$ cat src/logic/hfosc_pkg.sv
// Constants and carrier types for the oscillator control block.
// Assumes a single 125 MHz clock domain and a classic Wishbone register bus.
package hfosc_pkg;
  // Register byte offsets on the bus
  localparam logic [3:0] HFOSC_OFF_HF_CTRL = 4'h0; // Internal oscillator control
  localparam logic [3:0] HFOSC_OFF_EXT_CTRL = 4'h4; // External oscillator control
  localparam logic [3:0] HFOSC_OFF_WAKE_SRC = 4'h8; // Wake event status
  // Field positions in hf_osc_control
  localparam int HFOSC_BIT_SUSPEND = 5;
  localparam int HFOSC_BIT_SYNC = 4;
  localparam int HFOSC_BIT_DITHER = 3;
  localparam int HFOSC_BIT_DIV_LO = 0;
  // Field positions in ext_osc_control
  localparam int HFOSC_BIT_MODE_LO = 4;
  localparam int HFOSC_BIT_DRIVE_LO = 0;
  // Reset values
  localparam logic [1:0] HFOSC_RST_DIV = 2'h0;
  localparam logic [2:0] HFOSC_RST_MODE = 3'h0;
  localparam logic [2:0] HFOSC_RST_DRIVE = 3'h0;
  // Sync flag hold, in wake timer clocks
  localparam int HFOSC_SYNC_TIMER_CLOCKS = 3;
  // External oscillator modes
  localparam logic [2:0] HFOSC_XM_CMOS = 3'h2;
  localparam logic [2:0] HFOSC_XM_CMOS_DIV2 = 3'h3;
  localparam logic [2:0] HFOSC_XM_RC = 3'h4;
  localparam logic [2:0] HFOSC_XM_CAP = 3'h5;
  localparam logic [2:0] HFOSC_XM_XTAL = 3'h6;
  localparam logic [2:0] HFOSC_XM_XTAL_DIV2 = 3'h7;
  // Suspend state machine
  typedef enum logic [1:0] {
    HFOSC_RUN,
    HFOSC_SUSP,
    HFOSC_SYNC
  } hfosc_state_t;
  // Pin usage carrier
  typedef struct packed {
    logic in_pin_used;  // osc_in_pin taken over
    logic out_pin_used; // osc_out_pin taken over
    logic cmos_input;   // Pin wants a digital input
    logic div2;         // Divide-by-2 stage active
  } hfosc_pins_t;
endpackage
$ cat src/logic/hfosc_clk_div.sv
// Divider from internal oscillator enable ticks to core clock enable.
// Assumes osc_tick_i is a one-cycle pulse per oscillator period.
`timescale 1ns/1ps
`default_nettype none
module hfosc_clk_div
  import hfosc_pkg::*;
(
  input wire logic clk_i,
  input wire logic rst_i,
  input wire logic osc_tick_i,
  input wire logic [1:0] sel_i,
  output logic core_tick_o
);
  // All state in one struct
  typedef struct packed {
    logic [2:0] cnt;
    logic tick;
  } hfosc_div_st_t;
  hfosc_div_st_t st_q, st_d;
  logic [2:0] last; // Terminal count for chosen ratio

  // Ratio decode and count
  always_comb begin
    st_d = st_q;
    case (sel_i)
      2'h0: last = 3'h7;
      2'h1: last = 3'h3;
      2'h2: last = 3'h1;
      default: last = 3'h0;
    endcase
    st_d.tick = 1'b0;
    if (osc_tick_i) begin
      if (st_q.cnt >= last) begin
        // Also recovers when ratio shrinks mid-count
        st_d.cnt = 3'h0;
        st_d.tick = 1'b1;
      end else begin
        st_d.cnt = st_q.cnt + 3'h1;
      end
    end
  end

  // State register
  always_ff @(posedge clk_i) begin
    if (rst_i) begin
      st_q <= '0;
    end else begin
      st_q <= st_d;
    end
  end

  assign core_tick_o = st_q.tick;
endmodule
`default_nettype wire

$ cat src/logic/hfosc_ctrl.sv
// Internal oscillator suspend, dither and divider control plus external
// oscillator pin takeover, reached over classic Wishbone.
// Assumes wake events and timer ticks come from pins or other domains.
// Core clock leaves as a tick enable; no second clock is made here.
// Suspend also gates that enable, so downstream logic simply stalls.
`timescale 1ns/1ps
`default_nettype none
module hfosc_ctrl
  import hfosc_pkg::*;
#(
  parameter int WAKE_SRCS = 4 // Wake event lines, index 0 is the wake timer
)(
  input wire logic clk_i,
  input wire logic rst_i,
  // Wishbone classic slave
  input wire logic wb_cyc_i,
  input wire logic wb_stb_i,
  input wire logic wb_we_i,
  input wire logic [3:0] wb_adr_i,
  input wire logic [3:0] wb_sel_i,
  input wire logic [31:0] wb_dat_i,
  output logic [31:0] wb_dat_o,
  output logic wb_ack_o,
  // Oscillator side
  input wire logic osc_tick_i,
  input wire logic [WAKE_SRCS-1:0] wake_event_i,
  input wire logic wake_timer_clk_i,
  output logic osc_run_o,
  output logic dither_enable_o,
  output logic core_tick_o,
  output logic [2:0] ext_osc_mode_select_o,
  output logic [2:0] ext_osc_drive_select_o,
  output logic ext_osc_on_o,
  output logic osc_in_pin_used_o,
  output logic osc_out_pin_used_o,
  output logic osc_pin_digital_o,
  output logic ext_div2_o
);
  // Entire module state
  typedef struct packed {
    hfosc_state_t fsm;
    logic dither;
    logic [1:0] div_sel;
    logic [2:0] mode;
    logic [2:0] drive;
    logic [WAKE_SRCS-1:0] wake_s1; // First sync stage, read only by second
    logic [WAKE_SRCS-1:0] wake_s2;
    logic [WAKE_SRCS-1:0] wake_seen; // Sticky record of last wake cause
    logic [2:0] tclk_sync; // Timer clock synchroniser plus edge history
    logic [1:0] sync_cnt; // Timer clocks left before timer is safe
    logic ack;
    logic [31:0] rdata;
    hfosc_pins_t pins;
  } hfosc_st_t;
  hfosc_st_t st_q, st_d;

  logic bus_req; // Live request without pending ack
  logic wr_hf; // Write strobe to control register
  logic wr_ext; // Write strobe to external control
  logic any_wake; // Some synced wake event
  logic tclk_rise; // Synced timer clock edge
  logic [7:0] hf_rd; // Control register read image
  logic [7:0] ext_rd; // External control read image

  // Only byte lane 0 carries register bits, so sel[0] gates writes
  assign bus_req = wb_cyc_i && wb_stb_i && !st_q.ack;
  assign wr_hf = bus_req && wb_we_i && wb_sel_i[0] && wb_adr_i == HFOSC_OFF_HF_CTRL;
  assign wr_ext = bus_req && wb_we_i && wb_sel_i[0] && wb_adr_i == HFOSC_OFF_EXT_CTRL;
  assign any_wake = |st_q.wake_s2;
  // Timer clock is only edge-counted, never used to clock anything
  assign tclk_rise = st_q.tclk_sync[1] && !st_q.tclk_sync[2];

  // Read images; control bit 2, external bit 3 and upper bits stay zero
  always_comb begin
    hf_rd = 8'h00;
    hf_rd[HFOSC_BIT_SUSPEND] = (st_q.fsm == HFOSC_SUSP);
    hf_rd[HFOSC_BIT_SYNC] = (st_q.fsm == HFOSC_SYNC);
    hf_rd[HFOSC_BIT_DITHER] = st_q.dither;
    hf_rd[HFOSC_BIT_DIV_LO +: 2] = st_q.div_sel;
    ext_rd = 8'h00;
    ext_rd[HFOSC_BIT_MODE_LO +: 3] = st_q.mode;
    ext_rd[HFOSC_BIT_DRIVE_LO +: 3] = st_q.drive;
  end

  // Next-state logic for bus, suspend and pins
  always_comb begin
    st_d = st_q;
    // Two-flop synchronisers for outside signals
    // Stage one feeds stage two only, keeping metastability contained
    st_d.wake_s1 = wake_event_i;
    st_d.wake_s2 = st_q.wake_s1;
    st_d.tclk_sync = {st_q.tclk_sync[1:0], wake_timer_clk_i};
    // Bus: single-wait-state ack, dropped the cycle after
    st_d.ack = bus_req;
    if (bus_req && !wb_we_i) begin
      case (wb_adr_i)
        HFOSC_OFF_HF_CTRL: st_d.rdata = {24'h0, hf_rd};
        HFOSC_OFF_EXT_CTRL: st_d.rdata = {24'h0, ext_rd};
        HFOSC_OFF_WAKE_SRC: st_d.rdata = 32'(st_q.wake_seen);
        default: st_d.rdata = 32'h0; // Unmapped reads zero, still acked
      endcase
    end
    if (wr_hf) begin
      st_d.dither = wb_dat_i[HFOSC_BIT_DITHER];
      st_d.div_sel = wb_dat_i[HFOSC_BIT_DIV_LO +: 2];
    end
    if (wr_ext) begin
      // Software sets type and drive together before use
      st_d.mode = wb_dat_i[HFOSC_BIT_MODE_LO +: 3];
      st_d.drive = wb_dat_i[HFOSC_BIT_DRIVE_LO +: 3];
    end
    // Suspend sequencing
    case (st_q.fsm)
      HFOSC_RUN: begin
        if (wr_hf && wb_dat_i[HFOSC_BIT_SUSPEND]) begin
          st_d.fsm = HFOSC_SUSP;
        end
      end
      HFOSC_SUSP: begin
        if (any_wake) begin
          // Cause stays readable until the next wake
          st_d.wake_seen = st_q.wake_s2;
          // Timer wake needs no resync; others do
          if (st_q.wake_s2[0]) begin
            st_d.fsm = HFOSC_RUN;
          end else begin
            st_d.fsm = HFOSC_SYNC;
            st_d.sync_cnt = 2'(HFOSC_SYNC_TIMER_CLOCKS - 1);
          end
        end
      end
      HFOSC_SYNC: begin
        // Oscillator already running; only timer access is fenced
        if (wr_hf && wb_dat_i[HFOSC_BIT_SUSPEND]) begin
          // A new suspend request must still halt the oscillator
          st_d.fsm = HFOSC_SUSP;
        end else if (tclk_rise) begin
          if (st_q.sync_cnt == 2'h0) begin
            st_d.fsm = HFOSC_RUN;
          end else begin
            st_d.sync_cnt = st_q.sync_cnt - 2'h1;
          end
        end
      end
      default: st_d.fsm = HFOSC_RUN;
    endcase
    // Pin takeover decode
    // Registered, so pad muxes never see a decode glitch;
    // the price is one cycle of lag after a mode write
    st_d.pins = '0;
    case (st_q.mode)
      HFOSC_XM_XTAL, HFOSC_XM_XTAL_DIV2: begin
        st_d.pins.in_pin_used = 1'b1;
        st_d.pins.out_pin_used = 1'b1;
        st_d.pins.div2 = st_q.mode[0];
      end
      HFOSC_XM_RC, HFOSC_XM_CAP: begin
        st_d.pins.out_pin_used = 1'b1;
      end
      HFOSC_XM_CMOS, HFOSC_XM_CMOS_DIV2: begin
        st_d.pins.out_pin_used = 1'b1;
        st_d.pins.cmos_input = 1'b1;
        st_d.pins.div2 = st_q.mode[0];
      end
      default: st_d.pins = '0; // Codes 00x: circuit off
    endcase
  end

  // State register
  always_ff @(posedge clk_i) begin
    if (rst_i) begin
      // Field reset values come from the package
      st_q <= '0;
      st_q.fsm <= HFOSC_RUN;
      st_q.div_sel <= HFOSC_RST_DIV;
      st_q.mode <= HFOSC_RST_MODE;
      st_q.drive <= HFOSC_RST_DRIVE;
    end else begin
      st_q <= st_d;
    end
  end

  // Core clock divider, gated off while suspended
  // Gating the enable rather than a clock keeps one domain
  hfosc_clk_div u_div (
    .clk_i(clk_i),
    .rst_i(rst_i),
    .osc_tick_i(osc_tick_i && st_q.fsm != HFOSC_SUSP),
    .sel_i(st_q.div_sel),
    .core_tick_o(core_tick_o)
  );

  // Outputs; crossbar skipping is left to software via pin flags
  assign wb_ack_o = st_q.ack;
  assign wb_dat_o = st_q.rdata;
  assign osc_run_o = st_q.fsm != HFOSC_SUSP;
  assign dither_enable_o = st_q.dither;
  assign ext_osc_mode_select_o = st_q.mode;
  assign ext_osc_drive_select_o = st_q.drive;
  // Every enabled mode uses the output pin, so it doubles as on flag
  assign ext_osc_on_o = st_q.pins.out_pin_used;
  assign osc_in_pin_used_o = st_q.pins.in_pin_used;
  assign osc_out_pin_used_o = st_q.pins.out_pin_used;
  assign osc_pin_digital_o = st_q.pins.cmos_input;
  assign ext_div2_o = st_q.pins.div2;
endmodule
`default_nettype wire

$ cat config.mk
export PLATFORM = sky130hd
export DESIGN_NAME = hfosc_ctrl
export DESIGN_NICKNAME = d
export VERILOG_FILES = /design/src/logic/hfosc_pkg.sv /design/src/logic/hfosc_clk_div.sv /design/src/logic/hfosc_ctrl.sv
export SDC_FILE = /design/constraint.sdc
export NUM_CORES = 1
export LEC_CHECK = 0
export BUFFER_PORTS_ARGS = -buffer_cell sky130_fd_sc_hd__buf_2
export CAP_MARGIN = 15
export CORE_AREA = 2 2 68 70
export CTS_BUF_LIST = sky130_fd_sc_hd__clkbuf_16
export DETAILED_ROUTE_END_ITERATION = 8
export DIE_AREA = 0 0 70 72
export PLACE_DENSITY_LB_ADDON = 0.12
export REMOVE_ABC_BUFFERS = 1
export SYNTH_ARGS = -nofsm -noshare
export SYNTH_HDL_FRONTEND = slang
export SYNTH_SLANG_ARGS = --single-unit
$ cat constraint.sdc
create_clock -name clk_i -period 4.55 [get_ports clk_i]
set_input_delay 0.91 -clock clk_i [delete_from_list [all_inputs] [get_ports clk_i]]
set_output_delay 0.91 -clock clk_i [all_outputs]
set_load 0.03 [all_outputs]
==> After elaboration in Yosys (flattened, before gate mapping) <==
Index checks and enable logic that the tools add are counted.
{ "word_totals": {"regBits": 69, "input_bits": 51, "word_cells": 92} }
{ "classes": {"add_sub_neg": 2, "magnitude_cmp": 1, "n_eq_ne": 21, "muxes": 20, "bitwise_logic": 2, "n_reduce_logical": 28} }
{ "ops": {"columns": ["operator", "count"], "rows": [
  ["$mux 2", 11],
  ["$pmux 7 s3", 1],
  ["$eq 3x3->1 const B", 4],
  ["$ne 2x2->1 const B", 6],
  ["$logic_and 1x1->1", 10],
  ["$pmux 3 s3", 1],
  ["$reduce_or 2->1", 4],
  ["$reduce_or 4->1", 2],
  ["$eq 3x2->1 const B", 2],
  ["$logic_not 2->1", 3],
  ["$pmux 2 s3", 1],
  ["$reduce_and 6->1", 1],
  ["$reduce_or 6->1", 1],
  ["$eq 2x1->1 const B", 2],
  ["$eq 2x2->1 const B", 2],
  ["$eq 4x3->1 const B", 1],
  ["$eq 4x4->1 const B", 1],
  ["$logic_not 4->1", 1],
  ["$mux 1", 4],
  ["$pmux 2 s2", 1],
  ["$reduce_and 4->1", 1],
  ["$add 3x1->3 const B", 1],
  ["$ge 3x3->1", 1],
  ["$logic_not 1->1", 3],
  ["8 further kinds", 9]
]} }

==> Depth between registers and ports, before layout <==
Gate-level depths: netlist of run 1.
{ "depth": {"ltp_word": 8, "depth_mapped": 6, "mapped_depth_nobuf": 6} }

==> Cells and area by module <==
Synthesis of run 1 repeated with hierarchy kept, for this count alone.
{ "hier_totals": {"cells_unflattened": 223, "hier_area_um2": 2168.3} }
{ "by_module_without_submodules": {"columns": ["mod", "instances", "cells_per_inst", "area_each_um2", "seq_area_each_um2"], "rows": [
  ["hfosc_ctrl", 1, 195, 1906.8, 800.8],
  ["hfosc_clk_div", 1, 28, 261.5, 80.1]
]} }

==> Least setup slack after synthesis of run 1 <==
Ideal clock, no wire load.
{ "synth_path": {"kind": "input to register", "startpoint": "input port wb_adr_i[3]", "endpoint": "register st_q (netlist bit ext_osc_drive_select_o[2])", "setup_ps": 128, "arrival_ps": 2185, "t_required_ps": 4422, "path_slack_ps": 2238, "path_stages": 5, "cell_sequence": "buf_4 -> or4b_1 -> nor3_4 -> mux2i_1 -> nor2_1"} }
{ "synth_via": {"elab_chain_len": 2} }
{ "synth_rtl": {"columns": ["element", "line", "source"], "rows": [
  ["from (decl)", "hfosc_ctrl.sv:19", "input wire logic [3:0] wb_adr_i,"],
  ["$eq 4x3->1", "hfosc_ctrl.sv:68", "assign wr_ext = bus_req && wb_we_i && wb_sel_i[0] && wb_adr_i == HFOSC_OFF_EXT_CTRL;"],
  ["$logic_and 1x1->1", "hfosc_ctrl.sv:68", null],
  ["to (signal assigned)", "hfosc_ctrl.sv:179", "st_q <= st_d;"],
  ["to (decl)", "hfosc_ctrl.sv:55", "hfosc_st_t st_q, st_d;"]
]} }
Every way passes these cells.
A chain may end at the register's enable or synchronous reset.

==> Worst setup path in the final report of run 1 <==
{ "layout_path": {"startpoint": "register st_q[63] in the netlist's numbering", "endpoint": "output port osc_run_o"} }
{ "layout_via": {"elab_chain_len": 1} }
{ "layout_rtl": {"columns": ["element", "line", "source"], "rows": [
  ["$ne 2x1->1", "hfosc_ctrl.sv:196", "assign osc_run_o = st_q.fsm != HFOSC_SUSP;"],
  ["to (decl)", "hfosc_ctrl.sv:28", "output logic osc_run_o,"]
]} }
Every way passes these cells.

==> results of run 1 <==
==> kinds of logic after synthesis <==
logic type / Yosys count
adders and majority gates: 5
AOI/OAI and AO/OA: 25
muxes: 14
DFF: 44
buffers and inverters: 52
xor gates and xnor gates: 2
and+or+nand+nor: 78
other: 1
==> worst paths after layout <==
| path | start | end | slack [ns] | depth (start not counted) |
|---|---|---|---|---|
| worst min-delay path | st_d[48] | st_q[48] | 0.43 | 1 |
| worst max-delay path | st_q[63] | osc_run_o | 2.15 | 3 |
| worst max register to register | st_q[63] | st_q[37] | 2.55 | 5 |
| worst min register to register | st_d[48] | st_q[48] | 0.43 | 1 |
==> sequential cells by signal, summed over array words and instances, names as in the netlist <==
signal / cells
dither_enable_o: 1
ext_osc_drive_select_o: 3
wb_dat_o: 7
st_q: 13
u_div.st_q: 3
ext_osc_on_o: 1
wb_ack_o: 1
st_d: 6
osc_pin_digital_o: 1
osc_in_pin_used_o: 1
ext_div2_o: 1
hf_rd: 2
u_div.core_tick_o: 1
ext_osc_mode_select_o: 3
==> layer usage <==
layer / GRT usage / wire (um) / share of wire
met2: 0.237 / 1520 / 0.44
met5: 0 / 0 / 0
met4: 0.0577 / 41 / 0.012
met1: 0.175 / 1620 / 0.47
met3: 0.0486 / 260 / 0.076
==> worst max-delay path: cells and delay by family (launching register included) <==
kind                   cells  cell delay [ns]
and+or+nand+nor            1             0.48
DFF                        1             0.39
buffers and inverters      2             0.35
==> placed cells by master (no fill, tap or decap), drive strengths merged, types with 2 or more instances in the layout <==
cell,instances
ha,5
nor3,2
o2bb2ai,2
mux2i,12
nand2b,2
mux2,2
nor2b,14
or3,2
nand2,11
buf,44
a22oi,6
nor4,4
nor2,28
and3,3
a21oi,9
dfxtp,44
nand3,4
conb,25
inv,6
clkinv,3
clkbuf,5
==> cell usage after synthesis, drive strengths merged (2+ instances only) <==
| cell | n | area share |
|---|---|---|
| nor3 | 2 | 0.010 |
| nor4 | 4 | 0.019 |
| o2bb2ai | 2 | 0.0085 |
| mux2 | 2 | 0.011 |
| ha | 5 | 0.030 |
| a22oi | 6 | 0.022 |
| nand3 | 4 | 0.0097 |
| nand2b | 2 | 0.0060 |
| mux2i | 12 | 0.058 |
| inv | 6 | 0.011 |
| and3 | 3 | 0.0091 |
| buf | 41 | 0.15 |
| nor2b | 14 | 0.042 |
| a21oi | 9 | 0.024 |
| nand2 | 11 | 0.020 |
| dfxtp | 44 | 0.42 |
| nor2 | 28 | 0.051 |
| clkbuf | 5 | 0.0097 |
| or3 | 2 | 0.0085 |
==> area by class of cell <==
class                           count  area [sq um]  share of cell area
Tap cell                           52          65.1              0.0287
Clock buffer                        5           125              0.0553
Multi-Input combinational cell    149           936               0.413
Sequential cell                    44           881               0.389
Timing Repair Buffer               44           220              0.0973
Inverter                            6          22.5             0.00995
Clock inverter                      3          13.8             0.00608
==> per-stage QoR <==
stage	hold WS (ns)	cells	instance area (sq um)	total power, mW
after detailed placement	0.420	295	2120	0.475
after floorplan	0.414	199	1840	0.451
after global placement	0.422	295	2120	0.474
after global routing	0.452	303	2260	0.837
final	0.432	303	2260	0.803
after CTS	0.434	303	2260	0.816
==> power groups by stage <==
stage / Sequential (mW) / Clock [mW] / Combinational (mW)
2_1_floorplan: 0.404 / 0 / 0.0467
3_3_place_gp: 0.403 / 0 / 0.0709
3_5_place_dp: 0.403 / 0 / 0.0712
4_1_cts: 0.395 / 0.349 / 0.0714
5_1_grt: 0.396 / 0.364 / 0.0773
6_report: 0.395 / 0.336 / 0.0711
==> flow_summary.json, run 1 <==
{
  "status": "finished clean",
  "p_switching_mw": 0.193,
  "ys_seq_area_frac": 0.425,
  "yosysWarnings": 0,
  "hold_viol_final": 0,
  "vias": 1446,
  "cts_buffers": 5,
  "power.leakage_nw": 1.01,
  "cts_hold_buf": 0,
  "rows": 24,
  "htree_levels": 2,
  "path_clk_slew_ns": 0.06,
  "async_flop_share": 0,
  "slew_violations": 0,
  "power_density_nw_per_um2": 355,
  "final_util": 0.531,
  "critical_path.slowest_cell": "nor2b_1",
  "cts_setup_buffers": 0,
  "crit_required_ns": 3.64,
  "start_kind": "flip-flop",
  "diodes": 0,
  "cp_slowest_stage_delay_ns": 0.48,
  "clockPowerShare": 0.419,
  "wl_per_cell_um": 11.3,
  "relSlewSlack": 0.515,
  "synth-simple-area-share": 0.208,
  "place.gp.congestion": 0.780,
  "cts.repair.resized": 0,
  "initial_core_util": 0.486,
  "maxCapViolCount": 0,
  "grt_usage": 0.144,
  "synth_ff_type": "dfxtp_1",
  "hpwl_um": 2530,
  "dr.pass1.iters": 4,
  "drive_gt1_frac": 0.231,
  "synthAdderAreaFrac": 0.0302,
  "via_per_inst": 4.77,
  "synth_mux_area_frac": 0.0688,
  "combPwrFrac": 0.089,
  "internal_power_mw": 0.609,
  "antenna_found_initial": 0,
  "hold_class": "reg2reg",
  "die_w_um": 70,
  "areaGrowthSynthToFinish_pct": 9.17,
  "layout_setup_ws_ns": 2.15,
  "io_buffers": 44,
  "io_pins": 98,
  "synth_top_family_by_area": "simple AND/OR/NAND/NOR gates",
  "rsz0062_at_grt": "false",
  "drt-total-wl_um": 3440,
  "critPathMaxFanout": 8,
  "cts_buffer_depth": 2,
  "cts_sinks": 44,
  "synth_edf_count": 0,
  "fmax_mhz": 416,
  "ys_seq_elements": 44,
  "clock_skew_ns": 0.00274,
  "tightestPinTransition_ns": 0.728,
  "initialDrtViolationCount": 56,
  "setup_viol": 0,
  "fin_crit_sh": 0.528,
  "grt_pass1_vias": 1304,
  "end_kind": "primary output",
  "synth.cell_area_sq_um": 2070,
  "grt_start_max_net_pins": 42,
  "grt-ovfl-total": 0,
  "nets": 306,
  "fin_tns_setup_ns": 0,
  "critPathKind": "reg2out",
  "sequentialPowerShare": 0.492,
  "die-area_sq_um": 5040,
  "die_h_um": 72,
  "ant_nets": 0,
  "cts_tree": "done",
  "clk_latency_ns": 0.28,
  "fillers": 421,
  "period_minus_slack_ns": 2.40,
  "dp_slack_ns": 1.98,
  "crit_chain": "nor2b_1 -> inv_2 -> buf_2",
  "avgSynthCellArea_sq_um": 9.38,
  "grt_first_pass_wirelength_um": 5800,
  "core_area_sq_um": 4260,
  "ir_worst_vdd_mv": 0.224,
  "synth_compound_area_frac": 0.0905,
  "drc": 0,
  "synthCells": 221,
  "cts_root_buf": "clkbuf_16",
  "synthXorXnorAreaFrac": 0.00845,
  "worstPathArrival_ns": 1.49,
  "yosysUniqueCellTypes": 45,
  "swShare": 0.241
}
No activity file was read; power rests on OpenSTA's default activity.
==> run 2: changes to the inputs <==
ABC_AREA = 1   (was not set)
CORE_AREA = 2 2 74 76   (was 2 2 68 70)
DIE_AREA = 0 0 76 78   (was 0 0 70 72)
clock period = 2 ns   (was 4.55 ns; I/O delays follow)
==> flow_summary.json, run 2 <==
{
  "path_clk_slew_ns": 0.06,
  "synthTopCellsByCount": "60 x nand2_1, 44 x dfxtp_1, 40 x buf_4",
  "ys_seq_area_frac": 0.425,
  "worstPathArrival_ns": 1.19,
  "status": "finished clean",
  "layout_common_cells": "60 x nand2_1, 44 x dfxtp_1, 44 x buf_2, 29 x inv_1, 28 x nor2_1",
  "rsz0062_at_grt": "false",
  "topRoutingLayerUsed": "met4",
  "htree_levels": 2,
  "top_register": "st_q",
  "fin_tns_setup_ns": 0,
  "via_per_inst": 4.31,
  "hold_ws_ns": 0.317,
  "grt_pass1_vias": 1526,
  "critical_path.slowest_cell": "dfxtp_1",
  "drt-total-wl_um": 4010,
  "synth_edf_count": 0,
  "nets": 368,
  "io_buffers": 44,
  "ys_seq_elements": 44,
  "period_minus_slack_ns": 1.59,
  "areaGrowthSynthToFinish_pct": 13.8,
  "wl_met1_um": 1820,
  "cts_hold_buf": 0,
  "maxCapViolCount": 0,
  "grt-ovfl-total": 0,
  "cts_tree": "done",
  "multi_input_area_sq_um": 847,
  "core_area_sq_um": 5040,
  "hold_class": "in2reg",
  "die_w_um": 76,
  "fmax_mhz": 630,
  "place_inst": 375,
  "drive_gt1_frac": 0.199,
  "synthCells": 278,
  "clk_latency_ns": 0.28,
  "setup_viol": 0,
  "grt_start_max_net_pins": 29,
  "die-area_sq_um": 5930,
  "power.leakage_nw": 1.15,
  "hold_viol_final": 0,
  "vias": 1646,
  "diodes": 0,
  "drc": 0,
  "slew_violations": 0,
  "crit_chain": "inv_2 -> nor2_4 -> inv_2 -> buf_2",
  "ir_worst_vdd_mv": 0.431,
  "yosysWarnings": 0,
  "end_kind": "primary output",
  "antenna_found_initial": 0,
  "io_pins": 98,
  "layout.cells.non_filler": 382,
  "dr.pass1.iters": 4,
  "mostFrequentLayoutCell": "nand2_1",
  "fin_crit_sh": 0.794,
  "cts_root_buf": "clkbuf_16",
  "grt_first_pass_wirelength_um": 6770,
  "place.gp.congestion": 0.708,
  "start_kind": "flip-flop",
  "crit_required_ns": 1.60,
  "cts_setup_buffers": 0,
  "fillers": 534,
  "rows": 26,
  "dr_wl_met2_um": 1870,
  "power_density_nw_per_um2": 885,
  "hpwl_um": 2970,
  "cts.repair.resized": 0,
  "cp_slowest_stage_delay_ns": 0.37,
  "largest_reg_flops": 13,
  "initial_core_util": 0.411,
  "die_h_um": 78,
  "async_flop_share": 0,
  "cts_buffers": 5,
  "synth.cell_area_sq_um": 2070,
  "critPathKind": "reg2out",
  "netlist_top_cells_area": "dfxtp_1 42%, buf_4 14%, nand2_1 11%",
  "initialDrtViolationCount": 68,
  "wl_per_cell_um": 10.5,
  "cts_buffer_depth": 2,
  "met3_length_um": 253,
  "synth.most_common_cell": "nand2_1",
  "critPathMaxFanout": 7,
  "synth_top_area_share": 0.425,
  "regArea_sq_um": 881,
  "avgSynthCellArea_sq_um": 7.46,
  "yosysUniqueCellTypes": 21,
  "synth_ff_type": "dfxtp_1",
  "cts_sinks": 44,
  "ant_nets": 0,
  "clock_skew_ns": 0.00431,
  "grt_usage": 0.143,
  "cpMostUsedCell": "inv_2",
  "yosysTopAreaCell": "dfxtp_1"
}
## run 2: cell types whose count changed in the layout (fill, tap and decap cells not counted), moves of 9 or more
| cell | change |
|---|---|
| nand3_1 | +14 |
| mux2i_1 | -12 |
| a21oi_1 | +17 |
| o21ai_0 | +9 |
| nor2b_1 | -14 |
| nand2_1 | +49 |
| inv_1 | +24 |
## run 2: final cells by class
class,count,area share
clock inverters,2,0.0255
repair buffers,46,0.0997
clock buffers,5,0.0530
multi-input cells,182,0.359
inverters,33,0.0525
well taps,70,0.0371
flip-flops and latches,44,0.373
## run 2: worst paths after layout
check	endpoint	startpoint	slack (ns)	cells after the start
setup / recovery	osc_run_o	st_q[63]	0.41	4
hold / removal	st_d[48]	wake_event_i[2]	0.32	3
setup reg to reg	u_div.st_q[2]	hf_rd[1]	0.59	8
hold reg to reg	st_d[41]	st_d[40]	0.40	2
## run 2: critical path, delay by kind of cell, from the launching register on
family        cells  cell delay, ns
simple gates      1            0.22
flops             1            0.37
buf+inv           3            0.31
## run 2: logic make-up (layout without fill, tap and decap cells)
kind of cell    Yosys count  in the layout  synth area share
simple gates            116            116             0.243
buf+inv                  76             86             0.210
flops                    44             44             0.425
compound gates           35             35            0.0857
fa+ha+maj                 5              5            0.0302
other cells               1             25           0.00181
xor+xnor                  1              1           0.00423
## run 2: routing by layer
metal | track usage | up-vias
met1 | 0.172 | 717
met5 | 0 | -
met3 | 0.0360 | 7
li1 | - | 872
met4 | 0.0545 | 0
met2 | 0.247 | 50
## run 2: metrics by stage
| stage | util | setup WS (ns) | area, sq um | total power, mW |
|---|---|---|---|---|
| final | 0.468 | 0.413 | 2360 | 2.09 |
| after global routing | 0.468 | 0.327 | 2360 | 2.17 |
| after CTS | 0.468 | 0.401 | 2360 | 2.11 |
| after detailed placement | 0.431 | 0.353 | 2170 | 1.08 |
| after global placement | 0.431 | 0.397 | 2170 | 1.08 |
| after floorplan | - | 0.660 | 1850 | 1.03 |
## run 2: power by group
part	internal, mW	switching, mW
Sequential	0.892	0.00802
Combinational	0.0368	0.124
Clock	0.708	0.320
Total	1.64	0.452
==> run 3: changes to the inputs <==
CORE_AREA = 2 2 71 73   (was 2 2 74 76)
DIE_AREA = 0 0 73 75   (was 0 0 76 78)
clock period = 1.5 ns   (was 2 ns; I/O delays follow)
==> flow_summary.json, run 3 (synthesized netlist as in run 2, its figures left out) <==
{
  "critPathKind": "reg2reg",
  "grt_start_max_net_pins": 29,
  "grt_usage": 0.143,
  "areaGrowthSynthToFinish_pct": 12.1,
  "hold_ws_ns": 0.218,
  "maxCapViolCount": 0,
  "cts_buffer_depth": 2,
  "rsz0062_at_grt": "false",
  "power_density_nw_per_um2": 1050,
  "start_kind": "flip-flop",
  "cts_buffers": 5,
  "via_per_inst": 4.47,
  "slew_violations": 0,
  "path_clk_slew_ns": 0.06,
  "fin_tns_setup_ns": 0,
  "largest_reg_flops": 13,
  "initialDrtViolationCount": 83,
  "cpMostUsedCell": "nand2_1",
  "power.leakage_nw": 1.15,
  "wl_per_cell_um": 10.2,
  "io_pins": 98,
  "vias": 1653,
  "mostFrequentLayoutCell": "nand2_1",
  "hold_path_depth": 3,
  "antenna_found_initial": 0,
  "crit_chain": "inv_1 -> nand2_1 -> ha_1 -> nand2_1 -> o211ai_1 -> nand2_1 -> nand2_1 -> nor2_1",
  "cts_sinks": 44,
  "die_w_um": 73,
  "cp_slowest_stage_delay_ns": 0.34,
  "critical_path.slowest_cell": "dfxtp_2",
  "hold_class": "in2reg",
  "fin_crit_sh": 0.924,
  "layout.cells.non_filler": 370,
  "cts_tree": "done",
  "place_inst": 363,
  "die_h_um": 75,
  "cts_root_buf": "clkbuf_16",
  "io_buffers": 44,
  "ff2ff_setup_slack_ns": 0.11,
  "diodes": 0,
  "grt-ovfl-total": 0,
  "htree_levels": 2,
  "die-area_sq_um": 5480,
  "fmax_mhz": 721,
  "period_minus_slack_ns": 1.39,
  "rows": 25,
  "setup_viol": 0,
  "top_register": "st_q",
  "ir_worst_vdd_mv": 0.683,
  "layout_common_cells": "60 x nand2_1, 44 x buf_2, 43 x dfxtp_1, 29 x inv_1, 28 x nor2_1",
  "critPathMaxFanout": 4,
  "worstPathArrival_ns": 1.56,
  "crit_required_ns": 1.67,
  "fillers": 488,
  "place.gp.congestion": 0.755,
  "drive_gt1_frac": 0.209,
  "r2r_cells": 8,
  "dr.pass1.iters": 4,
  "ant_nets": 0,
  "critical_path.top_delay_family": "simple AND/OR/NAND/NOR gates",
  "grt_first_pass_wirelength_um": 5890,
  "end_kind": "flip-flop",
  "hpwl_um": 2890,
  "crit_cells": 8,
  "status": "finished clean",
  "clock_skew_ns": 0.00258,
  "final_area_sq_um": 2320,
  "drt-total-wl_um": 3760,
  "crit_buf_inv": 1,
  "clk_latency_ns": 0.28,
  "drc": 0,
  "nets": 372,
  "core_area_sq_um": 4660,
  "hold_viol_final": 0,
  "cts_setup_buffers": 0,
  "initial_core_util": 0.445,
  "dpl_cell_area_sq_um": 2180,
  "grt_pass1_vias": 1372
}
==> run 3: cell count changes in the layout (fill, tap and decap cells not counted) <==
cell       change
buf_4          +4
bufinv_16      -2
clkinv_1       +2
dfxtp_1        -1
dfxtp_2        +1
nor3_1         -1
nor3_2         +1
==> run 3: where the power goes <==
part	internal (mW)	switching (mW)	leakage (nW)
combinational	0.0524	0.165	0.728
clock	0.596	0.420	0.0648
sequential	1.19	0.00980	0.358
==> run 3: layer usage <==
| metal | global-route usage | up-vias | share of wire |
|---|---|---|---|
| met3 | 0.0388 | 7 | 0.053 |
| li1 | - | 880 | - |
| met5 | 0 | - | 0 |
| met2 | 0.238 | 48 | 0.46 |
| met4 | 0.0679 | 0 | 0.018 |
| met1 | 0.171 | 718 | 0.47 |
==> run 3: final cells by class <==
| type | instances | area (sq um) | share of cell area |
|---|---|---|---|
| Sequential cell | 44 | 882 | 0.380 |
| Multi-Input combinational cell | 182 | 852 | 0.367 |
| Timing Repair Buffer | 50 | 265 | 0.114 |
| Clock buffer | 5 | 125 | 0.0539 |
| Inverter | 33 | 124 | 0.0533 |
| Tap cell | 54 | 67.6 | 0.0291 |
| Clock inverter | 2 | 7.51 | 0.00323 |
==> run 3: final timing paths <==
| check | to | start |
|---|---|---|
| hold reg to reg | st_q[49] | st_d[49] |
| setup / recovery | u_div.st_q[3] | hf_rd[1] |
| setup reg to reg | u_div.st_q[3] | hf_rd[1] |
| hold / removal | st_d[40] | wake_timer_clk_i |
==> run 3: timing repair <==
item,in CTS,in global routing
hold buffers,0,0
gates resized for setup,0,2
endpoints found under the setup margin,0,2
==> run 3: stage by stage <==
step | power (mW) | util | worst slack [ns]
global route | 2.52 | 0.499 | 0.00416
CTS | 2.44 | 0.497 | 0.0845
global placement | 1.44 | 0.469 | 0.111
detailed placement | 1.44 | 0.469 | 0.111
floorplan | 1.37 | - | 0.160
finish | 2.43 | 0.499 | 0.114
==> run 3: worst register-to-register path: stages, from the launching register on <==
cell      delay, ns
dfxtp_2        0.34
inv_1          0.07
nand2_1        0.05
ha_1           0.30
nand2_1        0.06
o211ai_1       0.20
nand2_1        0.07
nand2_1        0.12
nor2_1         0.06
